File: src/rtl/dcvls_pkg.sv
// package for the dual chamber vacuum load sequencer
// assumes a 40 MHz core clock and an Avalon-MM register master
package dcvls_pkg;

    // ****************************************
    // clock and timing
    // ****************************************
    localparam int unsigned CLK_HZ = 40000000;
    localparam int unsigned TICK_PERIOD_S = 1;
    localparam int unsigned TICK_CYCLES = CLK_HZ * TICK_PERIOD_S;

    // ****************************************
    // register map (byte addresses, 32-bit words)
    // ****************************************
    localparam logic [3:0] REG_CTRL_A = 4'h0;
    localparam logic [3:0] REG_CTRL_B = 4'h4;
    localparam logic [3:0] REG_SYS = 4'h8;
    localparam logic [3:0] REG_STATUS = 4'hC;

    // ctrl word field positions
    localparam int FLD_LOAD_LSB = 0;
    localparam int FLD_DUMP_LSB = 8;
    localparam int FLD_MODE_LSB = 16;
    localparam int FLD_AIR_BIT = 18;
    // sys word bits
    localparam int SYS_RUN_BIT = 0;
    localparam int SYS_DUAL_BIT = 1;
    localparam int SYS_TWOHTR_BIT = 2;
    localparam int SYS_FACTORY_BIT = 3;

    // ****************************************
    // types and factory values
    // ****************************************
    typedef enum logic [1:0] {
        DCVLS_MODE_OFF = 2'h0,
        DCVLS_MODE_ON = 2'h1,
        DCVLS_MODE_RUN_WHILE_DRYER_OFF = 2'h2
    } dcvls_mode_t;

    typedef struct packed {
        logic conveying_air_source;
        dcvls_mode_t mode;
        logic [7:0] discharge_duration;
        logic [7:0] fill_duration;
    } dcvls_chamber_cfg_t;

    localparam logic AIR_DRY = 1'b1;
    localparam logic AIR_AMBIENT = 1'b0;
    localparam logic [7:0] DUR_MIN = 8'h01;
    localparam dcvls_chamber_cfg_t CFG_A_RESET = '{AIR_DRY, DCVLS_MODE_ON, 8'h0A, 8'h08};
    localparam dcvls_chamber_cfg_t CFG_B_RESET = '{AIR_AMBIENT, DCVLS_MODE_ON, 8'h0A, 8'h0A};

    localparam logic [7:0] CH_M = 8'h4D;
    localparam logic [7:0] CH_DASH = 8'h2D;
    localparam logic [7:0] CH_S = 8'h53;
    localparam logic [7:0] CH_R = 8'h52;
    localparam logic [7:0] CH_A = 8'h41;
    localparam logic [7:0] CH_B = 8'h42;
    localparam logic [7:0] CH_W = 8'h57;
    localparam logic [7:0] CH_D = 8'h44;
    localparam logic [39:0] MSG_NOT_AVAIL = 40'h4E2F412020;

endpackage : dcvls_pkg

File: src/rtl/dcvls_chamber.sv
// one chamber's load/dump timer
// assumes a one-second tick pulse and a grant from the arbiter
`timescale 1ns/1ps
module dcvls_chamber
    import dcvls_pkg::*;
(
    input wire logic core_clk,
    input wire logic srst,
    input wire logic tick,
    input wire logic allowed,
    input wire logic material_absent,
    input wire logic grant,
    input wire logic [7:0] fill_duration,
    input wire logic [7:0] discharge_duration,
    output logic request,
    output logic loading,
    output logic dumping
);
    typedef enum logic [1:0] {ST_IDLE, ST_LOAD, ST_DUMP} dcvls_ch_state_t;
    dcvls_ch_state_t state_ff;
    logic [7:0] cnt_ff;

    assign request = (state_ff == ST_IDLE) && allowed && material_absent;
    assign loading = (state_ff == ST_LOAD);
    assign dumping = (state_ff == ST_DUMP);

    always_ff @(posedge core_clk) begin
        if (srst) begin
            state_ff <= ST_IDLE;
            cnt_ff <= 8'h00;
        end else begin
            case (state_ff)
                ST_IDLE: begin
                    if (request && grant) begin
                        state_ff <= ST_LOAD;
                        cnt_ff <= fill_duration;
                    end
                end
                ST_LOAD: begin
                    if (tick) begin
                        if (cnt_ff <= 8'h01) begin
                            state_ff <= ST_DUMP;
                            cnt_ff <= discharge_duration;
                        end else begin
                            cnt_ff <= cnt_ff - 8'h01;
                        end
                    end
                end
                ST_DUMP: begin
                    if (tick) begin
                        if (cnt_ff <= 8'h01) begin
                            state_ff <= ST_IDLE;
                        end else begin
                            cnt_ff <= cnt_ff - 8'h01;
                        end
                    end
                end
                default: state_ff <= ST_IDLE;
            endcase
        end
    end

    a_load_needs_grant: assert property (@(posedge core_clk) disable iff (srst)
        $rose(loading) |-> $past(grant)) else $error("load started without grant");
endmodule : dcvls_chamber

File: src/rtl/dcvls_top.sv
// dual chamber vacuum load sequencer top: registers, arbiter, relays, status view
// assumes synchronous level inputs and an Avalon-MM master on core_clk
//
// Summary of operation
// each chamber mode is off, on, or run while dryer off
// factory reset sets both chamber modes to on
// fill duration 1..255 seconds; zero writes are refused
// factory fill duration of chamber A is 8 seconds
// discharge duration 1..255 seconds, separate from fill duration
// factory A discharge and B fill and discharge are 10 seconds
// exhaust diverter follows the loading chamber's air source setting
// factory air source: A dry, B ambient
// single-chamber systems ignore chamber B settings
// status char one: M or dash for chamber A level
// status char two: M or dash for chamber B level
// status char three: S stopped or R running blower
// status char four: A or B diverter position
// status char five: W ambient or D dry exhaust
// two-heater unit shows not available message instead
// de-energized level input means material present
// blower output energized runs the blower
// chamber select low points at A, high at B
// exhaust diverter low ambient, high dry
// enabled chamber lacking material loads for its fill duration
// after fill, chamber dumps for its discharge duration
// one chamber may dump while the other loads
// only one chamber loads at a time; alternate when both ask
// one-second tick times durations; disabled chambers never load
`timescale 1ns/1ps
module dcvls_top
    import dcvls_pkg::*;
#(
    parameter int unsigned TICK_DIV = TICK_CYCLES
) (
    input wire logic core_clk,
    input wire logic srst,
    input wire logic [3:0] avs_address,
    input wire logic avs_read,
    input wire logic avs_write,
    input wire logic [31:0] avs_writedata,
    input wire logic [3:0] avs_byteenable,
    output logic [31:0] avs_readdata,
    output logic avs_waitrequest,
    input wire logic level_a_in,
    input wire logic level_b_in,
    output logic vacuum_blower_output,
    output logic chamber_select_output,
    output logic exhaust_diverter_output,
    output logic [39:0] conveying_status_view
);

    // ****************************************
    // registers
    // ****************************************
    dcvls_chamber_cfg_t cfg_ff [2];
    logic dryer_running_ff;
    logic dual_ff;
    logic two_heater_ff;
    logic ack_ff;
    logic [31:0] rdata_ff;

    function automatic dcvls_chamber_cfg_t merge_cfg(input dcvls_chamber_cfg_t old,
                                                     input logic [31:0] wd,
                                                     input logic [3:0] be);
        dcvls_chamber_cfg_t r;
        r = old;
        if (be[0] && wd[7:0] >= DUR_MIN) r.fill_duration = wd[7:0];
        if (be[1] && wd[15:8] >= DUR_MIN) r.discharge_duration = wd[15:8];
        if (be[2] && wd[17:16] != 2'h3) r.mode = dcvls_mode_t'(wd[17:16]);
        if (be[2]) r.conveying_air_source = wd[FLD_AIR_BIT];
        return r;
    endfunction : merge_cfg

    logic bus_req;
    logic bus_wr;
    assign bus_req = (avs_read || avs_write) && !ack_ff;
    // writes land on the edge that samples waitrequest low
    assign bus_wr = avs_write && ack_ff;
    // one wait cycle per access keeps reads registered
    assign avs_waitrequest = (avs_read || avs_write) && !ack_ff;
    assign avs_readdata = rdata_ff;

    always_ff @(posedge core_clk) begin
        if (srst) begin
            ack_ff <= 1'b0;
        end else begin
            ack_ff <= bus_req;
        end
    end

    logic factory_wr;
    assign factory_wr = bus_wr && avs_address == REG_SYS && avs_byteenable[0]
                        && avs_writedata[SYS_FACTORY_BIT];

    always_ff @(posedge core_clk) begin
        if (srst || factory_wr) begin
            cfg_ff[0] <= CFG_A_RESET;
            cfg_ff[1] <= CFG_B_RESET;
        end else if (bus_wr && avs_address == REG_CTRL_A) begin
            cfg_ff[0] <= merge_cfg(cfg_ff[0], avs_writedata, avs_byteenable);
        end else if (bus_wr && avs_address == REG_CTRL_B) begin
            cfg_ff[1] <= merge_cfg(cfg_ff[1], avs_writedata, avs_byteenable);
        end
    end

    always_ff @(posedge core_clk) begin
        if (srst) begin
            dryer_running_ff <= 1'b1;
            dual_ff <= 1'b1;
            two_heater_ff <= 1'b0;
        end else if (bus_wr && avs_address == REG_SYS && avs_byteenable[0]) begin
            dryer_running_ff <= avs_writedata[SYS_RUN_BIT];
            dual_ff <= avs_writedata[SYS_DUAL_BIT];
            two_heater_ff <= avs_writedata[SYS_TWOHTR_BIT];
        end
    end

    // ****************************************
    // one-second tick
    // ****************************************
    logic [31:0] div_ff;
    logic tick;
    assign tick = (div_ff == TICK_DIV - 1);
    always_ff @(posedge core_clk) begin
        if (srst || tick) begin
            div_ff <= 32'h0;
        end else begin
            div_ff <= div_ff + 32'h1;
        end
    end

    // ****************************************
    // chambers and arbiter
    // ****************************************
    logic [1:0] absent;
    logic [1:0] allowed;
    logic [1:0] req;
    logic [1:0] grant;
    logic [1:0] loading;
    logic [1:0] dumping;
    logic last_b_ff;

    assign absent = {level_b_in, level_a_in};

    genvar gi;
    generate
        for (gi = 0; gi < 2; gi++) begin : g_ch
            // chamber B is inert on a single-chamber system
            assign allowed[gi] = (gi == 0 || dual_ff)
                && (cfg_ff[gi].mode == DCVLS_MODE_RUN_WHILE_DRYER_OFF
                    || (cfg_ff[gi].mode == DCVLS_MODE_ON && dryer_running_ff));
            dcvls_chamber u_ch (
                .core_clk(core_clk),
                .srst(srst),
                .tick(tick),
                .allowed(allowed[gi]),
                .material_absent(absent[gi]),
                .grant(grant[gi]),
                .fill_duration(cfg_ff[gi].fill_duration),
                .discharge_duration(cfg_ff[gi].discharge_duration),
                .request(req[gi]),
                .loading(loading[gi]),
                .dumping(dumping[gi])
            );
        end
    endgenerate

    // the other chamber may be dumping; only loading blocks a grant
    always_comb begin
        grant = 2'b00;
        if (loading == 2'b00) begin
            if (req == 2'b11) begin
                grant = last_b_ff ? 2'b01 : 2'b10;
            end else begin
                grant = req;
            end
        end
    end

    always_ff @(posedge core_clk) begin
        if (srst) begin
            last_b_ff <= 1'b0;
        end else if (grant != 2'b00) begin
            last_b_ff <= grant[1];
        end
    end

    // ****************************************
    // relay outputs
    // ****************************************
    logic sel_b_ff;
    always_ff @(posedge core_clk) begin
        if (srst) begin
            sel_b_ff <= 1'b0;
        end else if (loading != 2'b00) begin
            sel_b_ff <= loading[1];
        end
    end

    // diverter holds position after a load to save relay wear
    assign vacuum_blower_output = |loading;
    assign chamber_select_output = sel_b_ff;
    assign exhaust_diverter_output = cfg_ff[sel_b_ff].conveying_air_source;

    // ****************************************
    // status view and read data
    // ****************************************
    logic [39:0] nxt_view;
    always_comb begin
        nxt_view[39:32] = absent[0] ? CH_DASH : CH_M;
        nxt_view[31:24] = absent[1] ? CH_DASH : CH_M;
        nxt_view[23:16] = vacuum_blower_output ? CH_R : CH_S;
        nxt_view[15:8] = chamber_select_output ? CH_B : CH_A;
        nxt_view[7:0] = exhaust_diverter_output ? CH_D : CH_W;
        if (two_heater_ff) nxt_view = MSG_NOT_AVAIL;
    end

    logic [39:0] view_ff;
    always_ff @(posedge core_clk) begin
        if (srst) begin
            view_ff <= MSG_NOT_AVAIL;
        end else begin
            view_ff <= nxt_view;
        end
    end
    assign conveying_status_view = view_ff;

    always_ff @(posedge core_clk) begin
        if (srst) begin
            rdata_ff <= 32'h0;
        end else if (avs_read && !ack_ff) begin
            case (avs_address)
                REG_CTRL_A: rdata_ff <= {13'h0, cfg_ff[0]};
                REG_CTRL_B: rdata_ff <= {13'h0, cfg_ff[1]};
                REG_SYS: rdata_ff <= {29'h0, two_heater_ff, dual_ff, dryer_running_ff};
                REG_STATUS: rdata_ff <= {23'h0, dumping, loading, exhaust_diverter_output,
                                         chamber_select_output, vacuum_blower_output,
                                         absent[1], absent[0]};
                default: rdata_ff <= 32'h0;
            endcase
        end
    end

    // ****************************************
    // checks
    // ****************************************
    a_one_loader: assert property (@(posedge core_clk) disable iff (srst)
        loading != 2'b11) else $error("both chambers loading");
    a_blower_loading: assert property (@(posedge core_clk) disable iff (srst)
        vacuum_blower_output == (loading != 2'b00)) else $error("blower mismatch");
    a_b_single_idle: assert property (@(posedge core_clk) disable iff (srst)
        !dual_ff |-> !req[1]) else $error("chamber B active on single system");
    a_no_load_off: assert property (@(posedge core_clk) disable iff (srst)
        cfg_ff[0].mode == DCVLS_MODE_OFF |-> !req[0]) else $error("disabled A asks");
    a_fill_nonzero: assert property (@(posedge core_clk) disable iff (srst)
        cfg_ff[0].fill_duration != 8'h00 && cfg_ff[1].fill_duration != 8'h00)
        else $error("zero fill duration");
    a_dump_nonzero: assert property (@(posedge core_clk) disable iff (srst)
        cfg_ff[0].discharge_duration != 8'h00) else $error("zero dump duration");
    a_load_to_dump: assert property (@(posedge core_clk) disable iff (srst)
        $fell(loading[0]) |-> dumping[0]) else $error("load not followed by dump");
    a_view_blower: assert property (@(posedge core_clk) disable iff (srst)
        !two_heater_ff && !$past(two_heater_ff) |=> view_ff[23:16] ==
        ($past(vacuum_blower_output) ? CH_R : CH_S)) else $error("view blower");
    a_select_follows: assert property (@(posedge core_clk) disable iff (srst)
        loading[1] |=> chamber_select_output) else $error("select not B");

    c_load_a: cover property (@(posedge core_clk) disable iff (srst) $rose(loading[0]));
    c_load_b: cover property (@(posedge core_clk) disable iff (srst) $rose(loading[1]));
    c_overlap: cover property (@(posedge core_clk) disable iff (srst)
        loading[0] && dumping[1]);
    c_both_ask: cover property (@(posedge core_clk) disable iff (srst) req == 2'b11);

endmodule : dcvls_top

File: config.mk
export PLATFORM = sky130hd
export DESIGN_NAME = dcvls_top
export DESIGN_NICKNAME = d
export VERILOG_FILES = /design/src/rtl/dcvls_pkg.sv /design/src/rtl/dcvls_chamber.sv /design/src/rtl/dcvls_top.sv
export SDC_FILE = /design/constraint.sdc
export NUM_CORES = 1
export LEC_CHECK = 0
export ABC_AREA = 1
export BUFFER_PORTS_ARGS = -buffer_cell sky130_fd_sc_hd__clkbuf_2
export CAP_MARGIN = 20
export CORE_ASPECT_RATIO = 1.2
export CORE_MARGIN = 10
export CORE_UTILIZATION = 40
export DETAILED_ROUTE_END_ITERATION = 12
export GPL_ROUTABILITY_DRIVEN = 0
export PLACE_DENSITY = 0.6
export SYNTH_ARGS = -nofsm -noshare
export SYNTH_HDL_FRONTEND = slang
export SYNTH_SLANG_ARGS = --single-unit
File: constraint.sdc
create_clock -name core_clk -period 2.03 [get_ports core_clk]
set_input_delay 0.1015 -clock core_clk [delete_from_list [all_inputs] [get_ports core_clk]]
set_output_delay 0.1015 -clock core_clk [all_outputs]
set_load 0.02 [all_outputs]
; After elaboration in Yosys (flattened, before gate mapping)
; Memories as Yosys holds them, arrays and structs flattened. A register that Yosys moved wholly into a read port is not among the register bits.
; Cells that the tools add are included.
[word_totals]
register_bits = 130
latch_bits = 0
mem_bits_rw = 38
mem_bits_ro = 0
in_bits = 46
output_inout_bits = 76
wordCells = 163
n_memories = 1
[classes]
addsub = 3
n_mul = 0
div = 0
magnitude_cmp = 4
n_eq_ne = 26
shifts = 0
muxes = 74
bitwise_logic = 2
reduce_logical = 40
[mem_list]
columns = memory, words, width, read_ports, rd_clocked_by_memory_dff, write_ports, line
row1 = cfg_ff, 2, 19, 3, 1, 2, dcvls_top.sv:55  ; dcvls_chamber_cfg_t cfg_ff [2];
[ops]
columns = op, count
row1 = $mux W8, 24
row2 = $pmux W19 S4, 1
row3 = $pmux W8 S3, 2
row4 = $mux W2, 21
row5 = $mux W19, 2
row6 = $add A32 B1 Y32 const B, 1
row7 = $eq A32 B26 Y1 const B, 1
row8 = $ne A2 B2 Y1 const B, 13
row9 = $logic_and A1 B1 Y1, 20
row10 = $reduce_and A5 Y1, 4
row11 = $mux W1, 19
row12 = $ge A8 B1 Y1 const B, 2
row13 = $le A8 B1 Y1 const B, 2
row14 = $sub A8 B1 Y8 const B, 2
row15 = $mux W7, 2
row16 = $pmux W2 S3, 2
row17 = $eq A2 B2 Y1 const B, 5
row18 = $eq A2 B1 Y1 const B, 4
row19 = $eq A4 B4 Y1 const B, 2
row20 = $logic_not A2 Y1, 3
row21 = $reduce_bool A3 Y1, 2
row22 = $logic_or A1 B1 Y1, 5
row23 = $mux W5, 1
row24 = $eq A4 B3 Y1 const B, 1
row25 = 5 further kinds, 8

; Longest topological paths before layout
; An unclocked memory read counts as a cell.
[logic_depth]
ltp_word = 13
depth_mapped = 13

; By module
; Synthesis repeated with hierarchy kept, for this count alone.
[hier_totals]
cells_unflattened = 1045
hier_area_um2 = 7208.2
[by_module_without_submodules]
columns = module, instances, cells_per_inst, area_per_inst_um2, seq_area_each_um2
row1 = dcvls_top, 1, 718, 5290.1, 2502.4
row2 = dcvls_chamber at g_ch[0].u_ch, 1, 164, 975.9, 200.2
row3 = dcvls_chamber at g_ch[1].u_ch, 1, 163, 942.2, 200.2

; Least setup slack after synthesis
; No wires, ideal clock.
[synth_timing]
kind = reg-to-reg
start = register ack_ff
end = memory cfg_ff[0][0] (netlist bit) (enable)
setup_ps = 370
arrival_ps = 1503
path_slack_ps = 157
stages_incl_launch_ff = 8
n_path_buf = 1
cell_sequence = dfxtp_1 > nand2_1 > nor3_2 > nand2_1 > nand3_1 > buf_2 > nor2_1 > nor2_1
[synth_rtl]
columns = item, line
row1 = from (decl), dcvls_top.sv:59  ; logic ack_ff;
row2 = from (signal assigned), dcvls_top.sv:87  ; ack_ff <= bus_req;
row3 = to (decl), dcvls_top.sv:55

; Final worst setup path
[layout_timing]
start = register g_ch[1].u_ch.state_ff[0]
end = register g_ch[1].u_ch.cnt_ff[4]
[layout_via]
elab_chain_cells = 9
word_cells_on_any_way = 17
[layout_lines]
columns = item, line
row1 = from (decl), dcvls_chamber.sv:20  ; dcvls_ch_state_t state_ff;
row2 = from (signal assigned), dcvls_chamber.sv:29  ; state_ff <= ST_IDLE;
row3 = from (signal assigned), dcvls_chamber.sv:35  ; state_ff <= ST_LOAD;
row4 = from (signal assigned), dcvls_chamber.sv:42  ; state_ff <= ST_DUMP;
row5 = $logic_not A2 Y1, "dcvls_chamber.sv:23, dcvls_chamber.sv:32"
row6 = $logic_and A1 B1 Y1 (2 in a row), dcvls_chamber.sv:23  ; assign request = (state_ff == ST_IDLE) && allowed && material_absent;
row7 = $eq A2 B2 Y1, dcvls_top.sv:172  ; if (req == 2'b11) begin
row8 = $mux W2, dcvls_top.sv:172
row9 = $mux W2, dcvls_top.sv:171  ; if (loading == 2'b00) begin
row10 = $logic_and A1 B1 Y1, dcvls_chamber.sv:34  ; if (request && grant) begin
row11 = $ne A2 B2 Y1 (no source line), -
row12 = $reduce_and A5 Y1 (no source line), -
row13 = to (signal assigned), dcvls_chamber.sv:36  ; cnt_ff <= fill_duration;
row14 = to (signal assigned), dcvls_chamber.sv:43  ; cnt_ff <= discharge_duration;
row15 = to (signal assigned), dcvls_chamber.sv:45  ; cnt_ff <= cnt_ff - 8'h01;
row16 = to (decl), dcvls_chamber.sv:21  ; logic [7:0] cnt_ff;
; Several ways; a longest one is shown, not always the timed one.
; A chain may end at the register's enable or synchronous reset.

==> results.md <==
* Filler cells at 1860
* Slew Limit Fails at 0
* Detailed Routing Iterations Pass 1 at 7
* Worst Max-Slew Pin Slew at 0.518 ns
* Top cells by instance count after synthesis: sky130_fd_sc_hd__nand2_1, sky130_fd_sc_hd__nor2_1, sky130_fd_sc_hd__inv_1, sky130_fd_sc_hd__dfxtp_1, sky130_fd_sc_hd__a21oi_1
* Total of warnings raised by yosys at 0
* Starting density of the core at 0.406
* Clock transition at path regs at 0.06 ns
* Antenna diode count at 0
* Data arrival time of the worst path at 2.16 ns
* Die width at 142 um
* Setup skew after layout at 0.00974 ns
* Maximum vdd ir drop at 734 uV
* Clock latency at the later pin of the worst-skew pair at 0.43 ns
* Area Growth Syn to Fin at 18.4%
* Clock tree root driver cell: sky130_fd_sc_hd__clkbuf_16
* Cell type of the slowest stage on the worst timing path: sky130_fd_sc_hd__dfxtp_1
* Data required time at the worst endpoint at 2.34 ns
* Power consumption at 10.4 mW
* Post-DP HPWL at 15300 um
* Placed instance count at 1314
* Min Hold Slack at 0.0122 ns
* Final Core Density at 0.480
* Floorplan die area at 23500 um^2
* Finished Layout Cells at 1362
* Fmax at 539 MHz
* Critical Path End Type: register
* Startpoint of the lowest-slack hold path: avs_writedata[17]
* Register-to-register path setup slack at 0.18 ns
* Pre-CTS worst setup slack at 0.0902 ns
* Global-route wire length before repair at 31600 um
* Residual overflow from global routing at 0
* Share of post-route cells with drive strength above 1 at 0.158
* Static Leakage at 3.77 nW
* Via count of the first global-routing pass at 6391
* CTS tree: yes
* Number of violations of the max-capacitance limit at 0
* Normalized max-slew margin at 0.653
* Crit Path Class: reg2reg
* DR WL/cell at 14.6 um
* Number of CTS-inserted buffers at 17
* Post-route cell area at 8410 um^2
* Crit path max fanout at 8
* DRC viols at 0
* Number of different library cells in the post-synthesis netlist at 41
* Final worst setup slack at 0.176 ns
* Total clock sinks at 126
* Most common cell type on the critical path: sky130_fd_sc_hd__nor2_1
* Min Tclk post-route at 1.85 ns
* Vias at 6593
* Destination of the worst hold path: cfg_ff[0][17]$_SDFFCE_PP0P_
* Via-per-instance ratio at 4.84
* Depth of the CTS H-tree at 4
* Number of register bits inferred by synthesis at 126
* Number of buffers added on ports at 74
* Most numerous cell in the Yosys netlist: sky130_fd_sc_hd__nand2_1
* Post-route ant nets at 0
* Height of the die at 166 um
* Tcrit/Tclk final at 0.913
* Worst Reg2Reg Path Length in Cells at 11
* Mean cell area of the mapped netlist at 6.93 um^2
* Class of the tightest hold or removal check: in2reg
* Hold Violations, Final at 0
* Synth top area share at 0.248
* Worst Setup Start Kind: register
* First-iteration detailed-routing DRC count at 352
* Ordered cell list for the critical path: inv_1 -> ha_1 -> nand2_1 -> nor2_1 -> nand3_2 -> nor2_1 -> nand2_1 -> nand2_2 -> nand3_4 -> nor2_1 -> nor2_1
* Library cell occupying the most area in the post-synthesis netlist: sky130_fd_sc_hd__dfxtp_1
* Power density over the cells at 1230 nW/um^2
* Final layout net count at 1190
* Number of antenna violations at the first check in global routing at 0
* Result of the run: finished clean
* Buffers from clock root to sink, at most at 2
* Total Wirelength at 20000 um
* Area after DPL at 7660 um^2
* Number of top-level design ports at 122
* Count of flip-flops with a built-in enable after synthesis at 38
* Delay contributed by the slowest stage of the critical path at 0.33 ns
* Portion of the post-synthesis area used by sequential elements at 0.409
* Prevailing post-synth register cell: sky130_fd_sc_hd__dfxtp_1
* Placeable core region at 17500 um^2
* Critical R2R Launch: g_ch[1].u_ch.state_ff[0]$_SDFFE_PP0P_
* GRT Overall Usage at 0.167
* Rows at 53
* Pin count of the biggest net entering global routing at 33
* Final setup violation count at 0
* Gate count after technology mapping at 1025
* Cells taking the most area after synthesis: sky130_fd_sc_hd__dfxtp_1, sky130_fd_sc_hd__edfxtp_1, sky130_fd_sc_hd__nand2_1
* Async SR Flop Fraction at 0
* Syn Std Cell Area at 7100 um^2
* Sum of negative setup slack at 0 ns
* Cell count of the worst hold path at 3
* End of the worst register-to-register path: g_ch[1].u_ch.cnt_ff[4]$_SDFFE_PP0P_
where the power goes:
part	internal [mW]	switching (mW)	leakage [nW]	total (mW)
combinational	1.55	2.89	2.42	4.44
sequential	2.86	0.202	1.08	3.07
clock	1.65	1.22	0.275	2.87
total	6.07	4.31	3.77	10.4
worst max path at each step:
stage | startpoint | to | slack (ns) | cells after the start
finish | g_ch[1].u_ch.state_ff[0]$_SDFFE_PP0P_ | g_ch[1].u_ch.cnt_ff[4]$_SDFFE_PP0P_ | 0.18 | 11
detailed placement | g_ch[0].u_ch.cnt_ff[0]$_SDFFE_PP0P_ | g_ch[0].u_ch.cnt_ff[3]$_SDFFE_PP0P_ | 0.09 | 9
floorplan | ack_ff$_SDFF_PP0_ | cfg_ff[0][0]$_SDFFCE_PP0P_ | 0.16 | 7
global route | g_ch[0].u_ch.cnt_ff[0]$_SDFFE_PP0P_ | g_ch[0].u_ch.cnt_ff[5]$_SDFFE_PP0P_ | -0.01 | 10
CTS | g_ch[0].u_ch.cnt_ff[0]$_SDFFE_PP0P_ | g_ch[0].u_ch.cnt_ff[3]$_SDFFE_PP0P_ | 0.07 | 9
global placement | g_ch[0].u_ch.cnt_ff[0]$_SDFFE_PP0P_ | g_ch[0].u_ch.cnt_ff[3]$_SDFFE_PP0P_ | 0.13 | 9
timing repair:
item | CTS | global route
hold endpoints to repair | 15 | 0
setup buffers | 0 | 5
endpoints found under the setup margin | 0 | 50
hold buffers | 9 | 0
resized for setup | 0 | 17
critical path, delay by kind of cell (launching register included):
kind	cells	cell delay (ns)
fa+ha+maj	1	0.23
flops	1	0.33
buf+inv	1	0.13
simple gates	9	1.05
cells in the final DEF (no fill, tap or decap), types with 4 or more instances in the layout:
master                            n
sky130_fd_sc_hd__nand2_1        276
sky130_fd_sc_hd__nor2_1         181
sky130_fd_sc_hd__inv_1          116
sky130_fd_sc_hd__dfxtp_1         88
sky130_fd_sc_hd__clkbuf_2        74
sky130_fd_sc_hd__a21oi_1         66
sky130_fd_sc_hd__nand3_1         44
sky130_fd_sc_hd__edfxtp_1        38
sky130_fd_sc_hd__conb_1          33
sky130_fd_sc_hd__buf_4           32
sky130_fd_sc_hd__o21ai_0         19
sky130_fd_sc_hd__nor3_1          19
sky130_fd_sc_hd__clkbuf_16       18
sky130_fd_sc_hd__xor2_1          15
sky130_fd_sc_hd__ha_1            12
sky130_fd_sc_hd__nand2_2         10
sky130_fd_sc_hd__nand4_1         10
sky130_fd_sc_hd__nor2_2           9
sky130_fd_sc_hd__dlygate4sd3_1    9
sky130_fd_sc_hd__or2_2            7
sky130_fd_sc_hd__o22ai_1          6
sky130_fd_sc_hd__nor4_1           5
sky130_fd_sc_hd__a22o_1           5
sky130_fd_sc_hd__o21ai_1          4
sky130_fd_sc_hd__nand3_4          4
sky130_fd_sc_hd__inv_6            4
layout make-up:
class	count	area, um^2	area share
Tap cell	220	275	0.0327
Timing Repair Buffer	116	721	0.0857
Multi-Input combinational cell	748	3510	0.417
Clock inverter	14	103	0.0122
Sequential cell	126	2900	0.345
Clock buffer	18	450	0.0536
Inverter	120	450	0.0536
per-layer routing:
| layer | GRT usage | up-vias | wire, um |
|---|---|---|---|
| met4 | 0.0886 | 0 | 824 |
| met2 | 0.299 | 154 | 10500 |
| met1 | 0.180 | 3000 | 7940 |
| met3 | 0.0297 | 52 | 680 |
| li1 | - | 3387 | - |
| met5 | 0 | - | 0 |
kinds of logic after synthesis:
logic type,share of synthesized area
other cells,0.00106
compound gates,0.0837
flops,0.409
simple gates,0.336
fa+ha+maj,0.0264
buf+inv,0.124
xor+xnor,0.0197
sequential cells by signal, indices dropped and copies added, names as in the netlist, named ones only:
name / flops
ack_ff: 1
avs_readdata: 19
cfg_ff: 38
chamber_select_output: 1
conveying_status_view: 10
div_ff: 32
dryer_running_ff: 1
dual_ff: 1
g_ch.u_ch.cnt_ff: 16
g_ch.u_ch.state_ff: 4
last_b_ff: 1
two_heater_ff: 1
No activity file was read; power rests on OpenSTA's default activity.
